### src/qaw_pkg.sv
// package for the q&a watchdog answer evaluation block
package qaw_pkg;
  localparam logic [11:0] ADDR_RESULT = 12'h000;
  localparam logic [11:0] ADDR_CTRL = 12'h004;
  localparam logic [11:0] ADDR_ANSWER = 12'h008;
  localparam logic [11:0] ADDR_FAIL = 12'h00c;
  localparam logic [11:0] ADDR_IRQ_STAT = 12'h010;
  localparam logic [11:0] ADDR_IRQ_EN = 12'h014;
  localparam logic [11:0] ADDR_IRQ_CLR = 12'h018;
  localparam logic [11:0] ADDR_WIN1 = 12'h01c;
  localparam logic [11:0] ADDR_SECOND_RESPONSE_WINDOW = 12'h020;
  // result register bit positions
  localparam int RES_WRONG = 0;
  localparam int RES_EARLY = 1;
  localparam int RES_SEQ = 2;
  localparam int RES_TIMEOUT = 3;
  // control register bit positions
  localparam int CTRL_ENABLE = 0;
  localparam int CTRL_SINGLE = 1;
  // answer register bit position of the correctness bit
  localparam int ANS_CORRECT = 0;
  localparam logic [3:0] FAIL_RESET = 4'h5;
  localparam logic [15:0] WIN1_RESET = 16'h0040;
  localparam logic [15:0] SECOND_RESPONSE_WINDOW_RESET = 16'h0040;
  localparam logic [2:0] MULTI_ANSWERS = 3'h4;
  localparam int IRQ_BITS = 3;
  localparam int IRQ_CYCLE = 0;
  localparam int IRQ_FAIL = 1;
  localparam int IRQ_FAIL_DEC = 2;
  typedef enum logic [1:0] {QAW_IDLE, QAW_CLOSED, QAW_OPEN} qaw_phase_t;
endpackage

### src/qaw_eval_if.sv
// interface between the cycle sequencer and the evaluator
`timescale 1ns/1ps
`default_nettype none
interface qaw_eval_if;
  logic ans_valid;
  logic ans_correct;
  logic in_closed;
  logic in_open;
  logic single_mode;
  logic cycle_start;
  logic cycle_end;
  logic end_early;
  logic [3:0] flags;
  logic fail_inc;
  logic fail_dec;
  modport seq (output ans_valid, ans_correct, in_closed, in_open, single_mode, cycle_start,
    input cycle_end, end_early, flags, fail_inc, fail_dec);
  modport eval (input ans_valid, ans_correct, in_closed, in_open, single_mode, cycle_start,
    output cycle_end, end_early, flags, fail_inc, fail_dec);
endinterface
`default_nettype wire

### src/qaw_top.sv
// q&a watchdog answer evaluation: apb registers, window sequencer, failure counter
//
// Design decisions made here: the register addresses and the APB slave port.
`timescale 1ns/1ps
`default_nettype none
module qaw_top #(
  parameter int FAIL_W = 4
) (
  // clock and reset
  input wire logic mclk,
  input wire logic rst,
  // apb slave
  input wire logic psel,
  input wire logic penable,
  input wire logic pwrite,
  input wire logic [11:0] paddr,
  input wire logic [31:0] pwdata,
  output logic [31:0] prdata,
  output logic pready,
  output logic pslverr,
  // status out
  output logic [FAIL_W-1:0] fail_count,
  output logic irq
);
  typedef struct packed {
    logic [31:0] prdata;
    logic pready;
    logic pslverr;
    logic enable;
    logic single;
    logic [15:0] win1;
    logic [15:0] second_response_window;
    logic [15:0] tmr;
    qaw_pkg::qaw_phase_t phase;
    logic [3:0] result;
    logic [FAIL_W-1:0] fail;
    logic [qaw_pkg::IRQ_BITS-1:0] ist;
    logic [qaw_pkg::IRQ_BITS-1:0] ien;
    logic irq;
    logic ans_valid;
    logic ans_correct;
    logic start;
    logic open_good;
    logic any_answer;
  } qaw_st_t;
  qaw_st_t s_q, s_d;
  qaw_eval_if ev ();
  qaw_eval u_eval (
    .mclk(mclk),
    .rst(rst),
    .ev(ev)
  );
  assign ev.ans_valid = s_q.ans_valid;
  assign ev.ans_correct = s_q.ans_correct;
  assign ev.in_closed = (s_q.phase == qaw_pkg::QAW_CLOSED);
  assign ev.in_open = (s_q.phase == qaw_pkg::QAW_OPEN);
  assign ev.single_mode = s_q.single;
  assign ev.cycle_start = s_q.start;
  function automatic logic [FAIL_W-1:0] sat_step(input logic [FAIL_W-1:0] v, input logic up);
    logic [FAIL_W-1:0] r;
    r = v;
    if (up && v != {FAIL_W{1'b1}})
      r = v + 1'b1;
    else if (!up && v != '0)
      r = v - 1'b1;
    return r;
  endfunction
  logic access;
  logic wr;
  logic rd;
  logic [3:0] end_flags;
  logic cycle_done;
  logic inc;
  logic dec;
  always_comb
  begin
    s_d = s_q;
    access = psel && penable;
    wr = access && pwrite;
    rd = access && !pwrite;
    s_d.pready = access && !s_q.pready;
    s_d.pslverr = 1'b0;
    s_d.prdata = '0;
    s_d.ans_valid = 1'b0;
    s_d.start = 1'b0;
    end_flags = '0;
    cycle_done = 1'b0;
    inc = 1'b0;
    dec = 1'b0;
    // window sequencer
    case (s_q.phase)
      qaw_pkg::QAW_IDLE:
      begin
        if (s_q.enable)
        begin
          s_d.phase = qaw_pkg::QAW_CLOSED;
          s_d.tmr = s_q.win1;
          s_d.start = 1'b1;
          s_d.open_good = 1'b0;
          s_d.any_answer = 1'b0;
        end
      end
      qaw_pkg::QAW_CLOSED:
      begin
        if (ev.cycle_end)
        begin
          end_flags = ev.flags;
          cycle_done = 1'b1;
          inc = ev.fail_inc;
        end
        else if (s_q.tmr == '0)
        begin
          s_d.phase = qaw_pkg::QAW_OPEN;
          s_d.tmr = s_q.second_response_window;
        end
        else
          s_d.tmr = s_q.tmr - 16'h1;
      end
      default:
      begin
        if (s_q.ans_valid)
        begin
          s_d.any_answer = 1'b1;
          s_d.open_good = s_q.ans_correct && !s_q.any_answer;
        end
        if (s_q.tmr == '0)
        begin
          cycle_done = 1'b1;
          if (!s_q.any_answer)
          begin
            end_flags[qaw_pkg::RES_TIMEOUT] = 1'b1;
            inc = 1'b1;
          end
          else if (s_q.open_good)
            dec = 1'b1;
          else
          begin
            end_flags[qaw_pkg::RES_WRONG] = 1'b1;
            inc = 1'b1;
          end
        end
        else
          s_d.tmr = s_q.tmr - 16'h1;
      end
    endcase
    if (s_q.phase == qaw_pkg::QAW_CLOSED && s_q.ans_valid)
      s_d.any_answer = 1'b1;
    if (cycle_done)
    begin
      // same question is reused; the next cycle starts after one clock in QAW_IDLE
      s_d.phase = qaw_pkg::QAW_IDLE;
      s_d.ist[qaw_pkg::IRQ_CYCLE] = 1'b1;
      if (inc)
        s_d.ist[qaw_pkg::IRQ_FAIL] = 1'b1;
      if (dec)
        s_d.ist[qaw_pkg::IRQ_FAIL_DEC] = 1'b1;
      if (inc || dec)
        s_d.fail = sat_step(s_q.fail, inc);
    end
    if (!s_q.enable)
      s_d.phase = qaw_pkg::QAW_IDLE;
    // register access on the first access cycle only
    if (rd && !s_q.pready)
    begin
      if (paddr == qaw_pkg::ADDR_RESULT)
      begin
        s_d.prdata[3:0] = s_q.result;
        s_d.result = '0;
      end
      else if (paddr == qaw_pkg::ADDR_CTRL)
      begin
        s_d.prdata[qaw_pkg::CTRL_ENABLE] = s_q.enable;
        s_d.prdata[qaw_pkg::CTRL_SINGLE] = s_q.single;
      end
      else if (paddr == qaw_pkg::ADDR_FAIL)
        s_d.prdata[FAIL_W-1:0] = s_q.fail;
      else if (paddr == qaw_pkg::ADDR_IRQ_STAT)
        s_d.prdata[qaw_pkg::IRQ_BITS-1:0] = s_q.ist;
      else if (paddr == qaw_pkg::ADDR_IRQ_EN)
        s_d.prdata[qaw_pkg::IRQ_BITS-1:0] = s_q.ien;
      else if (paddr == qaw_pkg::ADDR_WIN1)
        s_d.prdata[15:0] = s_q.win1;
      else if (paddr == qaw_pkg::ADDR_SECOND_RESPONSE_WINDOW)
        s_d.prdata[15:0] = s_q.second_response_window;
      else if (paddr == qaw_pkg::ADDR_ANSWER || paddr == qaw_pkg::ADDR_IRQ_CLR)
        s_d.prdata = '0;
      else
        s_d.pslverr = 1'b1;
    end
    if (wr && !s_q.pready)
    begin
      if (paddr == qaw_pkg::ADDR_CTRL)
      begin
        s_d.enable = pwdata[qaw_pkg::CTRL_ENABLE];
        s_d.single = pwdata[qaw_pkg::CTRL_SINGLE];
      end
      else if (paddr == qaw_pkg::ADDR_ANSWER)
      begin
        s_d.ans_valid = 1'b1;
        s_d.ans_correct = pwdata[qaw_pkg::ANS_CORRECT];
      end
      else if (paddr == qaw_pkg::ADDR_IRQ_EN)
        s_d.ien = pwdata[qaw_pkg::IRQ_BITS-1:0];
      else if (paddr == qaw_pkg::ADDR_IRQ_CLR)
        s_d.ist = s_q.ist & ~pwdata[qaw_pkg::IRQ_BITS-1:0];
      else if (paddr == qaw_pkg::ADDR_WIN1)
        s_d.win1 = pwdata[15:0];
      else if (paddr == qaw_pkg::ADDR_SECOND_RESPONSE_WINDOW)
        s_d.second_response_window = pwdata[15:0];
      else if (paddr == qaw_pkg::ADDR_RESULT || paddr == qaw_pkg::ADDR_FAIL
               || paddr == qaw_pkg::ADDR_IRQ_STAT)
        s_d.pslverr = 1'b0;
      else
        s_d.pslverr = 1'b1;
    end
    // a cycle end beats a clearing read or clear write in the same clock
    if (cycle_done)
    begin
      s_d.result = end_flags;
      s_d.ist[qaw_pkg::IRQ_CYCLE] = 1'b1;
      if (inc)
        s_d.ist[qaw_pkg::IRQ_FAIL] = 1'b1;
      if (dec)
        s_d.ist[qaw_pkg::IRQ_FAIL_DEC] = 1'b1;
    end
    s_d.irq = |(s_d.ist & s_d.ien);
  end
  always_ff @(posedge mclk)
  begin
    if (rst)
    begin
      s_q <= '0;
      s_q.fail <= FAIL_W'(qaw_pkg::FAIL_RESET);
      s_q.win1 <= qaw_pkg::WIN1_RESET;
      s_q.second_response_window <= qaw_pkg::SECOND_RESPONSE_WINDOW_RESET;
      s_q.single <= 1'b1;
      s_q.phase <= qaw_pkg::QAW_IDLE;
    end
    else
      s_q <= s_d;
  end
  assign prdata = s_q.prdata;
  assign pready = s_q.pready;
  assign pslverr = s_q.pslverr;
  assign fail_count = s_q.fail;
  assign irq = s_q.irq;
endmodule
`default_nettype wire

### src/qaw_eval.sv
// answer classifier for one watchdog cycle
`timescale 1ns/1ps
`default_nettype none
module qaw_eval (
  // clock and reset
  input wire logic mclk,
  input wire logic rst,
  // sequencer side
  qaw_eval_if.eval ev
);
  typedef struct packed {
    logic [2:0] cnt;
    logic closed_any;
    logic closed_bad;
    logic open_good;
    logic open_bad;
    logic seq_bad;
    logic cycle_end;
    logic end_early;
    logic [3:0] flags;
    logic fail_inc;
    logic fail_dec;
  } qaw_eval_st_t;
  qaw_eval_st_t s_q, s_d;
  logic [2:0] need;
  logic window_over;
  always_comb
  begin
    s_d = s_q;
    s_d.cycle_end = 1'b0;
    s_d.end_early = 1'b0;
    s_d.fail_inc = 1'b0;
    s_d.fail_dec = 1'b0;
    need = ev.single_mode ? 3'h1 : qaw_pkg::MULTI_ANSWERS;
    window_over = 1'b0;
    if (ev.cycle_start)
    begin
      s_d.cnt = '0;
      s_d.closed_any = 1'b0;
      s_d.closed_bad = 1'b0;
      s_d.open_good = 1'b0;
      s_d.open_bad = 1'b0;
      s_d.seq_bad = 1'b0;
    end
    else if (ev.ans_valid && (ev.in_closed || ev.in_open))
    begin
      s_d.cnt = s_q.cnt + 3'h1;
      if (s_q.cnt >= need)
        s_d.seq_bad = 1'b1;
      if (ev.in_closed)
      begin
        s_d.closed_any = 1'b1;
        s_d.closed_bad = s_q.closed_bad | ~ev.ans_correct;
      end
      else if (ev.ans_correct)
        s_d.open_good = 1'b1;
      else
        s_d.open_bad = 1'b1;
      // cycle closes early once the closed window got its full answer set
      if (ev.in_closed && (s_q.cnt + 3'h1 == need))
        window_over = 1'b1;
    end
    // flags only latch as a cycle ends, never per answer
    if (window_over)
    begin
      s_d.cycle_end = 1'b1;
      s_d.end_early = 1'b1;
      s_d.flags = '0;
      s_d.flags[qaw_pkg::RES_WRONG] = s_d.closed_bad;
      s_d.flags[qaw_pkg::RES_EARLY] = 1'b1;
      s_d.fail_inc = 1'b1;
    end
  end
  // end of the second window is judged by the sequencer, not here
  always_ff @(posedge mclk)
  begin
    if (rst)
      s_q <= '0;
    else
      s_q <= s_d;
  end
  assign ev.cycle_end = s_q.cycle_end;
  assign ev.end_early = s_q.end_early;
  assign ev.flags = s_q.flags;
  assign ev.fail_inc = s_q.fail_inc;
  assign ev.fail_dec = s_q.fail_dec;
endmodule
`default_nettype wire

### config.mk
export PLATFORM = sky130hd
export DESIGN_NAME = qaw_top
export DESIGN_NICKNAME = d
export VERILOG_FILES = /design/src/qaw_pkg.sv /design/src/qaw_eval_if.sv /design/src/qaw_top.sv /design/src/qaw_eval.sv
export SDC_FILE = /design/constraint.sdc
export NUM_CORES = 1
export LEC_CHECK = 0
export BUFFER_PORTS_ARGS = -buffer_cell sky130_fd_sc_hd__buf_2
export CAP_MARGIN = 20
export CORE_MARGIN = 5
export CORE_UTILIZATION = 60
export CTS_BUF_LIST = sky130_fd_sc_hd__clkbuf_4 sky130_fd_sc_hd__clkbuf_8
export DETAILED_ROUTE_END_ITERATION = 7
export PLACE_DENSITY = 0.85
export SLEW_MARGIN = 20
export SYNTH_ARGS = -nofsm -noshare
export SYNTH_HDL_FRONTEND = slang
export SYNTH_HIERARCHICAL = 1
export SYNTH_SLANG_ARGS = --single-unit
### constraint.sdc
create_clock -name mclk -period 5.6 [get_ports mclk]
set_clock_uncertainty 0.15 [all_clocks]
set_input_delay 0 -clock mclk [delete_from_list [all_inputs] [get_ports mclk]]
set_output_delay 0 -clock mclk [all_outputs]
set_load 0.05 [all_outputs]
**Word level (Yosys, flattened, before mapping)**

Cells that the tools add are included.
W data, S select, Z words.

- Bits in latches: 0
- Logic and storage cells: 232
- ROM bits: 0
- Bits of input ports: 49
- Output and inout bits: 39
- Bits in writable memories: 0
- Memories kept: 0
- Register bits after elaboration: 117

- Eq/ne operators: 18
- Multiplexer cells: 112
- Divide/modulo/power cells: 0
- $add $sub $neg: 4
- Bitwise operators: 15
- Reduce and logical (&&, ||, !) cells: 53
- $mul: 0
- Magnitude comparators: 1
- Shifts and indexed selects: 0

Operator list:

| operator | number |
|---|---|
| $mux W32 | 12 |
| $mux W16 | 15 |
| $mux W29 | 2 |
| $eq A12 B5 Y1 const B | 4 |
| $mux W1 | 42 |
| $mux W18 | 2 |
| $mux W4 | 9 |
| $mux W35 | 1 |
| $pmux W16 S2 | 1 |
| $mux W3 | 9 |
| $eq A12 B4 Y1 const B | 2 |
| $reduce_and A3 Y1 | 7 |
| $mux W2 | 9 |
| $mux W6 | 3 |
| $logic_not A16 Y1 | 1 |
| $sub A16 B1 Y16 const B | 1 |
| $eq A12 B3 Y1 const B | 1 |
| $eq A12 B6 Y1 const B | 1 |
| $logic_and A1 B1 Y1 | 12 |
| $logic_not A12 Y1 | 1 |
| $not A1 Y1 | 11 |
| $reduce_bool A2 Y1 | 5 |
| $reduce_or A3 Y1 | 3 |
| $reduce_or A9 Y1 | 1 |
| 28 further kinds | 48 |

**Logic depth before layout (Yosys ltp)**

Gate-level depths: netlist of the first run.

- Depth in word-level cells: 22
- Mapped depth: 11
- Mapped depth without buffers: 11

**By module**

Netlist of the first run, hierarchy kept.

By module, submodules not included:

| module | times used | area each (um^2) | sequential area each (um^2) | cells each |
|---|---|---|---|---|
| qaw_top | 1 | 4692.0 | 1801.7 | 614 |
| qaw_eval | 1 | 361.6 | 140.1 | 41 |

**Least setup slack after synthesis of the first run**

Ideal clock, no wire load.

- Path type: reg-to-reg
- Start point: register s_q[22] in the netlist's numbering
- End point: register s_q, in the netlist fail_count[3]
- Cell stages (with the launch flop): 12
- Path buffers: 0
- Setup time: 123 ps
- Setup slack: 2309 ps
- Data arrival time: 3017 ps
- Period minus slack after synthesis: 3291 ps
- Data required time: 5327 ps
- Cell sequence: dfxtp_1 -> inv_1 -> ha_1 -> or4b_4 -> or4_4 -> o21ai_2 -> nand2_1 -> ha_1 -> a21o_1 -> a21oi_1 -> mux2i_1 -> mux2_1

- Longest elaborated chain between the ends: 7
- Elaborated cells between the ends (all ways): 14
- Those cells by class: mux: 7; reduce/logical: 7

Ends and longest elaborated chain:

| item | RTL line | source |
|---|---|---|
| start: declaration | qaw_top.sv:46 | `qaw_st_t s_q, s_d;` |
| $logic_not A16 Y1 * | qaw_top.sv:126 | `if (s_q.tmr == '0)` |
| $mux W1 | qaw_top.sv:126 |  |
| $pmux W1 S2 | qaw_top.sv:91 | `case (s_q.phase)` |
| $logic_not A1 Y1 | qaw_top.sv:64 | `else if (!up && v != '0)` |
| $logic_and A1 B1 Y1 | qaw_top.sv:64 |  |
| $reduce_bool A2 Y1 (no line) | n/a |  |
| $reduce_and A3 Y1 (no line) | n/a |  |

Mark *: on every way between the ends. The rest lies on a longest branch, timed or not.
A chain may end at the register's enable or synchronous reset.

**Worst setup path in the final report of the first run**

Same ends and word-level chain as after synthesis.

==> impl_metrics.xml, run 1 <==
<?xml version="1.0" encoding="UTF-8"?>
<metrics>
  <group name="yosys">
    <metric name="post_synth_inst_count" unit="">653</metric>
    <metric name="synthesis.area" unit="um2">5040</metric>
    <metric name="yosysWarningCount" unit="">6</metric>
    <metric name="syn_avg_cell_area" unit="um2">7.72</metric>
  </group>
  <group name="critical_path">
    <metric name="worstReg2RegStart" unit="">s_q[22]$_SDFFE_PP0P_</metric>
    <metric name="worst_r2r_path_depth" unit="">11</metric>
    <metric name="timing.rr.end" unit="">fail_count[3]$_SDFFE_PP0P_</metric>
    <metric name="worst_setup_path_end_kind" unit="">flop</metric>
    <metric name="cp.required" unit="ns">5.70</metric>
    <metric name="timing.critical_path.arrival" unit="ns">3.78</metric>
    <metric name="worst_setup_path_start_kind" unit="">flop</metric>
    <metric name="worstSetupEndpoint" unit="">fail_count[3]$_SDFFE_PP0P_</metric>
    <metric name="path_max_fanout" unit="">13</metric>
    <metric name="timing.setup.critical_path_class" unit="">reg -&gt; reg</metric>
    <metric name="r2r_setup_slack" unit="ns">1.92</metric>
    <metric name="setup.worst_path.start" unit="">s_q[22]$_SDFFE_PP0P_</metric>
  </group>
  <group name="sta">
    <metric name="min_period" unit="ns">3.68</metric>
    <metric name="least_margin_pin_slew" unit="ns">1.14</metric>
    <metric name="timing.final.crit_share" unit="%">65.7</metric>
    <metric name="setup_violations" unit="">0</metric>
    <metric name="max_slew_margin" unit="%">23.7</metric>
    <metric name="final-hold-violation-count" unit="">0</metric>
    <metric name="timing_max_transition_violations_final" unit="">0</metric>
    <metric name="totalNegativeSetupSlack" unit="ns">0</metric>
    <metric name="maxClockFrequency" unit="MHz">272</metric>
    <metric name="hold_slack" unit="ns">0.0402</metric>
    <metric name="rsz_0062_raised_after_global_routing" unit="">false</metric>
  </group>
  <group name="pwr">
    <metric name="cell_area_power_density" unit="nW/um2">234</metric>
    <metric name="sequential_power_share" unit="%">52.3</metric>
    <metric name="p_switching" unit="uW">305</metric>
    <metric name="worst_ir_drop_vdd" unit="V">0.000135</metric>
    <metric name="clock_power_share" unit="%">41.3</metric>
    <metric name="comb_power_share" unit="%">6.5</metric>
    <metric name="intPower" unit="uW">1010</metric>
    <metric name="leakage" unit="uW">0.00205</metric>
    <metric name="power.share.switching" unit="%">23.1</metric>
  </group>
  <group name="detailed_routing">
    <metric name="dr_total_vias" unit="">4951</metric>
    <metric name="routed_wl" unit="um">13400</metric>
    <metric name="drt_iter0_drc" unit="">778</metric>
    <metric name="route.detailed.drc" unit="">0</metric>
    <metric name="route.antenna.remaining_nets" unit="">0</metric>
    <metric name="wire_per_inst" unit="um">16.7</metric>
    <metric name="dr.pass1.iters" unit="">5</metric>
    <metric name="post_drt_via_cell_ratio" unit="">6.17</metric>
  </group>
  <group name="clocking">
    <metric name="ctsRootBufferMaster" unit="">clkbuf_8</metric>
    <metric name="clock_tree.htree_level_count" unit="">3</metric>
    <metric name="cts_resized" unit="">0</metric>
    <metric name="num_cts_buffers" unit="">9</metric>
    <metric name="cts_max_path_buffers" unit="">2</metric>
    <metric name="tritoncts" unit="">built</metric>
    <metric name="clock_sink_count" unit="">97</metric>
    <metric name="clk-insertion-delay-late" unit="ns">0.36</metric>
    <metric name="cts.reportedPaths.clkPinSlew" unit="ns">0.09</metric>
  </group>
  <group name="finish">
    <metric name="layout.cells.non_filler" unit="">803</metric>
    <metric name="num_antenna_cells" unit="">0</metric>
    <metric name="final_core_util" unit="%">68.6</metric>
    <metric name="fin_nets" unit="">747</metric>
    <metric name="drive_above_1_share" unit="%">14.2</metric>
    <metric name="area_growth" unit="%">11.8</metric>
    <metric name="postLayoutCellArea" unit="um2">5640</metric>
  </group>
  <group name="floorplanning">
    <metric name="die-width" unit="um">102</metric>
    <metric name="ios" unit="">88</metric>
    <metric name="initial_core_util" unit="%">61.3</metric>
    <metric name="die_h" unit="um">102</metric>
    <metric name="placement_rows" unit="">33</metric>
    <metric name="placeableCoreArea" unit="um2">8220</metric>
    <metric name="die_ar" unit="um2">10300</metric>
  </group>
  <group name="grt">
    <metric name="grt_pass1_vias" unit="">4493</metric>
    <metric name="pin_count_of_the_biggest_net_entering_global_routing" unit="">86</metric>
    <metric name="global_route_wire_length_before_repair" unit="um">21700</metric>
    <metric name="groute.usage.overall" unit="%">26.4</metric>
    <metric name="globalRouteOverflowTotal" unit="">0</metric>
    <metric name="grt_antenna_before_repair" unit="">0</metric>
  </group>
  <group name="run">
    <metric name="timing.max_cap.violations" unit="">0</metric>
  </group>
  <group name="placed_design">
    <metric name="io_buffers" unit="">55</metric>
    <metric name="hpwlAfterDp" unit="um">8860</metric>
    <metric name="dpl-instance-area" unit="um2">5100</metric>
    <metric name="place_congestion" unit="">0.965</metric>
    <metric name="post-place-cells" unit="">758</metric>
  </group>
  <group name="outcome">
    <metric name="outcome" unit="">finished clean</metric>
  </group>
  <group name="worst_hold_path">
    <metric name="timing.hold.worst.class" unit="">in -&gt; reg</metric>
  </group>
</metrics>
## registers in the layout, summed over array words and instances (netlist names)
signal and count:
s_q 63, pready 1, ev.ans_valid 1, pslverr 1
prdata 16, ev.ans_correct 1, fail_count 4, irq 1
ev.single_mode 1, ev.cycle_start 1, u_eval/ev.flags 2, u_eval/s_q 4
u_eval/ev.cycle_end 1
## power groups by stage
stage | registers (uW) | logic, uW | clock network (uW)
2_1_floorplan | 708 | 54.1 | 0
3_3_place_gp | 706 | 67.1 | 0
3_5_place_dp | 706 | 68.3 | 0
4_1_cts | 690 | 82.4 | 549
5_1_grt | 690 | 90.3 | 580
6_report | 690 | 85.1 | 544
## critical path, cell delays in order (launching register included)
cell	delay [ns]
dfxtp_1	0.36
inv_1	0.09
ha_1	0.22
or4b_4	0.51
or4_4	0.65
o21ai_2	0.21
nand2_1	0.16
ha_1	0.30
a21o_1	0.17
a21oi_1	0.18
mux2i_1	0.23
mux2_1	0.33
## cell usage in the layout (no fill, tap or decap), types with 4 or more instances in the layout
cell / instances
a211oi_1: 6
a21oi_1: 69
a22oi_1: 18
a31oi_1: 4
and2_1: 4
buf_2: 55
buf_4: 6
clkbuf_8: 9
conb_1: 18
dfxtp_1: 97
dlygate4sd3_1: 29
ha_1: 4
inv_1: 8
mux2i_1: 9
nand2_1: 110
nand2b_1: 9
nand3_1: 5
nand3b_1: 4
nor2_1: 75
nor2b_1: 6
nor3_1: 16
nor4_1: 10
o21ai_0: 32
or2_2: 5
or3_1: 9
or4_1: 4
xor2_1: 4
## worst min path at each step
stage | from | to | slack, ns | cells past startpoint
detailed placement | pwdata[6] | s_q[60]$_SDFFE_PP1P_ | 0.1 | 3
floorplan | rst | u_eval/ev.cycle_end$_SDFF_PP0_ | -0.08 | 1
finish | paddr[4] | prdata[2]$_SDFF_PP0_ | 0.04 | 4
global placement | pwdata[6] | s_q[44]$_SDFFE_PP1P_ | 0.07 | 3
CTS | paddr[4] | prdata[2]$_SDFF_PP0_ | 0.009 | 4
global route | paddr[4] | prdata[2]$_SDFF_PP0_ | 0.04 | 4
## metal layers
layer / vias to the layer above / share of wire [%] / GRT usage, %
met3: 39 / 8.5 / 5.10
met1: 2336 / 42 / 35.7
met4: 0 / 3.0 / 10.8
li1: 2313 / - / -
met5: - / 0 / 0
met2: 263 / 47 / 41.3
## through the flow
stage | setup WS [ns] | total power, uW
after floorplan | 2.31 | 762
after global placement | 2.03 | 773
after detailed placement | 1.95 | 774
after CTS | 1.94 | 1320
after global routing | 1.74 | 1360
final | 1.92 | 1320
## final cells by class
| class | count | area [um2] |
|---|---|---|
| clock buffer | 9 | 124 |
| clock inverter | 7 | 118 |
| fill | 643 | 2580 |
| inverter | 8 | 30.0 |
| multi-input combinational | 487 | 2680 |
| sequential | 97 | 1940 |
| tap | 105 | 131 |
| timing repair buffer | 90 | 611 |
## what timing repair did
action / CTS / global route
hold buffers: 29 / 0
buffers inserted: 0 / 0
endpoints found under the hold margin: 52 / 0
setup endpoints to repair: 0 / 0
Power figures use the tool's default switching activity.
==> run 2: changes to the inputs <==
ABC_AREA = 1   (was not set)
CORE_UTILIZATION = 53   (was 60)
PLACE_DENSITY = 0.79   (was 0.85)
clock period = 3 ns   (was 5.6 ns; I/O delays follow)
==> run 2 against run 1 <==
Net effect: non-clock buffer count shrank 2; sequential power grew 87%; count of clock-buffer cells in the layout is the same; register-to-register slack worse by 1.7 ns; first-iteration DRC count is 50% lower; fmax rose by 32%; power increased by 72%.
==> impl_metrics.xml, run 2 <==
<?xml version="1.0" encoding="UTF-8"?>
<metrics>
  <group name="outcome">
    <metric name="outcome" unit="">finished clean</metric>
  </group>
  <group name="yosys">
    <metric name="syn_avg_cell_area" unit="um2">6.88</metric>
    <metric name="synthesis.area" unit="um2">5310</metric>
    <metric name="post_synth_inst_count" unit="">772</metric>
    <metric name="yosysWarningCount" unit="">6</metric>
  </group>
  <group name="pwr">
    <metric name="power.share.switching" unit="%">27.0</metric>
    <metric name="leakage" unit="uW">0.00265</metric>
    <metric name="sequential_power_share" unit="%">56.7</metric>
    <metric name="cell_area_power_density" unit="nW/um2">386</metric>
    <metric name="clock_power_share" unit="%">36.5</metric>
    <metric name="worst_ir_drop_vdd" unit="V">0.000278</metric>
    <metric name="comb_power_share" unit="%">6.8</metric>
    <metric name="p_switching" unit="uW">613</metric>
    <metric name="intPower" unit="uW">1660</metric>
  </group>
  <group name="finish">
    <metric name="layout.cells.non_filler" unit="">960</metric>
    <metric name="fin_nets" unit="">876</metric>
    <metric name="most-common-layout-cells" unit="">135 x nand2_1, 124 x nor2_1, 97 x dfxtp_1</metric>
    <metric name="num_antenna_cells" unit="">0</metric>
    <metric name="layout_commonest_cell" unit="">nand2_1</metric>
    <metric name="seqCellArea" unit="um2">1940</metric>
    <metric name="largest_register_ff_count" unit="">63</metric>
    <metric name="nFillCells" unit="">921</metric>
    <metric name="area_growth" unit="%">10.8</metric>
    <metric name="largest_register" unit="">s_q</metric>
    <metric name="drive_above_1_share" unit="%">14.0</metric>
    <metric name="final_core_util" unit="%">60.2</metric>
    <metric name="multi_input_comb_area" unit="um2">2640</metric>
  </group>
  <group name="sta">
    <metric name="setup_violations" unit="">0</metric>
    <metric name="maxClockFrequency" unit="MHz">358</metric>
    <metric name="final-hold-violation-count" unit="">0</metric>
    <metric name="rsz_0062_raised_after_global_routing" unit="">false</metric>
    <metric name="least_margin_pin_slew" unit="ns">0.774</metric>
    <metric name="timing.final.crit_share" unit="%">93.2</metric>
    <metric name="timing_max_transition_violations_final" unit="">0</metric>
    <metric name="max_slew_margin" unit="%">48.4</metric>
    <metric name="min_period" unit="ns">2.80</metric>
    <metric name="totalNegativeSetupSlack" unit="ns">0</metric>
    <metric name="setup_slack" unit="ns">0.203</metric>
  </group>
  <group name="placed_design">
    <metric name="place_congestion" unit="">0.929</metric>
    <metric name="preCtsSetupSlack" unit="ns">0.284</metric>
    <metric name="post-place-cells" unit="">920</metric>
    <metric name="hpwlAfterDp" unit="um">10000</metric>
    <metric name="io_buffers" unit="">55</metric>
  </group>
  <group name="grt">
    <metric name="grt_antenna_before_repair" unit="">0</metric>
    <metric name="globalRouteOverflowTotal" unit="">0</metric>
    <metric name="pin_count_of_the_biggest_net_entering_global_routing" unit="">43</metric>
    <metric name="global_route_wire_length_before_repair" unit="um">23200</metric>
    <metric name="groute.usage.overall" unit="%">24.0</metric>
    <metric name="grt_pass1_vias" unit="">5032</metric>
  </group>
  <group name="clocking">
    <metric name="cts_resized" unit="">0</metric>
    <metric name="num_cts_buffers" unit="">9</metric>
    <metric name="cts_hold_buf" unit="">24</metric>
    <metric name="cts_max_path_buffers" unit="">2</metric>
    <metric name="ctsRootBufferMaster" unit="">clkbuf_8</metric>
    <metric name="cts.reportedPaths.clkPinSlew" unit="ns">0.10</metric>
    <metric name="clock_tree.htree_level_count" unit="">3</metric>
    <metric name="clock_sink_count" unit="">97</metric>
    <metric name="tritoncts" unit="">built</metric>
    <metric name="post_cts_buffers" unit="">0</metric>
    <metric name="clk-insertion-delay-late" unit="ns">0.37</metric>
  </group>
  <group name="critical_path">
    <metric name="worstReg2RegStart" unit="">pready$_SDFF_PP0_</metric>
    <metric name="worst_setup_path_end_kind" unit="">flop</metric>
    <metric name="timing.critical_path.arrival" unit="ns">2.90</metric>
    <metric name="cp.required" unit="ns">3.11</metric>
    <metric name="path_max_fanout" unit="">12</metric>
    <metric name="worst_setup_path_start_kind" unit="">flop</metric>
    <metric name="timing.rr.end" unit="">prdata[13]$_SDFF_PP0_</metric>
    <metric name="timing.setup.critical_path_class" unit="">reg -&gt; reg</metric>
    <metric name="r2r_setup_slack" unit="ns">0.20</metric>
    <metric name="worst_r2r_path_depth" unit="">7</metric>
  </group>
  <group name="floorplanning">
    <metric name="initial_core_util" unit="%">54.3</metric>
    <metric name="die_ar" unit="um2">12100</metric>
    <metric name="placeableCoreArea" unit="um2">9770</metric>
    <metric name="die-width" unit="um">110</metric>
    <metric name="ios" unit="">88</metric>
    <metric name="placement_rows" unit="">36</metric>
    <metric name="die_h" unit="um">110</metric>
  </group>
  <group name="worst_hold_path">
    <metric name="min_from" unit="">paddr[2]</metric>
    <metric name="min_delay_worst_endpoint" unit="">prdata[1]$_SDFF_PP0_</metric>
    <metric name="timing.hold.worst.class" unit="">in -&gt; reg</metric>
    <metric name="hold_path_depth" unit="">6</metric>
  </group>
  <group name="detailed_routing">
    <metric name="route.antenna.remaining_nets" unit="">0</metric>
    <metric name="routed_wl" unit="um">14100</metric>
    <metric name="wire_per_inst" unit="um">14.7</metric>
    <metric name="dr.pass1.iters" unit="">5</metric>
    <metric name="drt_iter0_drc" unit="">390</metric>
    <metric name="post_drt_via_cell_ratio" unit="">5.44</metric>
    <metric name="route.detailed.drc" unit="">0</metric>
    <metric name="dr_total_vias" unit="">5225</metric>
  </group>
  <group name="run">
    <metric name="timing.max_cap.violations" unit="">0</metric>
  </group>
</metrics>
## run 2: how the worst max path moves through the flow
stage / to / slack [ns] / startpoint
after floorplan: fail_count[3]$_SDFFE_PP0P_ / 0.59 / s_q[22]$_SDFFE_PP0P_
after global placement: fail_count[3]$_SDFFE_PP0P_ / 0.39 / s_q[22]$_SDFFE_PP0P_
after detailed placement: fail_count[3]$_SDFFE_PP0P_ / 0.28 / s_q[22]$_SDFFE_PP0P_
after CTS: prdata[8]$_SDFF_PP0_ / 0.26 / pready$_SDFF_PP0_
after global routing: prdata[13]$_SDFF_PP0_ / 0.03 / pready$_SDFF_PP0_
final: prdata[13]$_SDFF_PP0_ / 0.20 / pready$_SDFF_PP0_
## run 2: cell type report
type,instances,area share [%]
clock inverters,7,1.19
well taps,133,2.83
inverters,95,6.14
repair buffers,88,9.91
flip-flops and latches,97,33.0
clock buffers,9,2.10
multi-input cells,531,44.8
## run 2: metrics by stage
stage	total power, uW	instance area (um2)	hold slack, ns
2_1_floorplan	1420	5370	-0.0776
3_3_place_gp	1440	5450	0.0798
3_5_place_dp	1440	5450	0.0985
4_1_cts	2290	5890	0.00658
5_1_grt	2370	5890	0.0440
6_report	2270	5890	0.0222
## run 2: power groups by stage
stage               clock network (uW)  logic (uW)  registers, uW
finish                             830         153           1290
global placement                     0         123           1320
global route                       915         164           1290
CTS                                855         150           1290
detailed placement                   0         126           1320
floorplan                            0        98.2           1320
## run 2: routing by layer
metal | share of wire [%] | track usage (%)
met2 | 50 | 42.1
met5 | 0 | 0
met4 | 4.1 | 10.7
met1 | 40 | 28.4
met3 | 6.5 | 4.48
## run 2: critical path, cell delays in order (launching register included)
cell	delay, ns
dfxtp_1	0.33
nand3b_1	0.19
dlygate4sd3_1	0.59
nor2_1	0.17
nand2_1	0.12
inv_1	0.11
nand4_1	0.58
a211oi_1	0.45
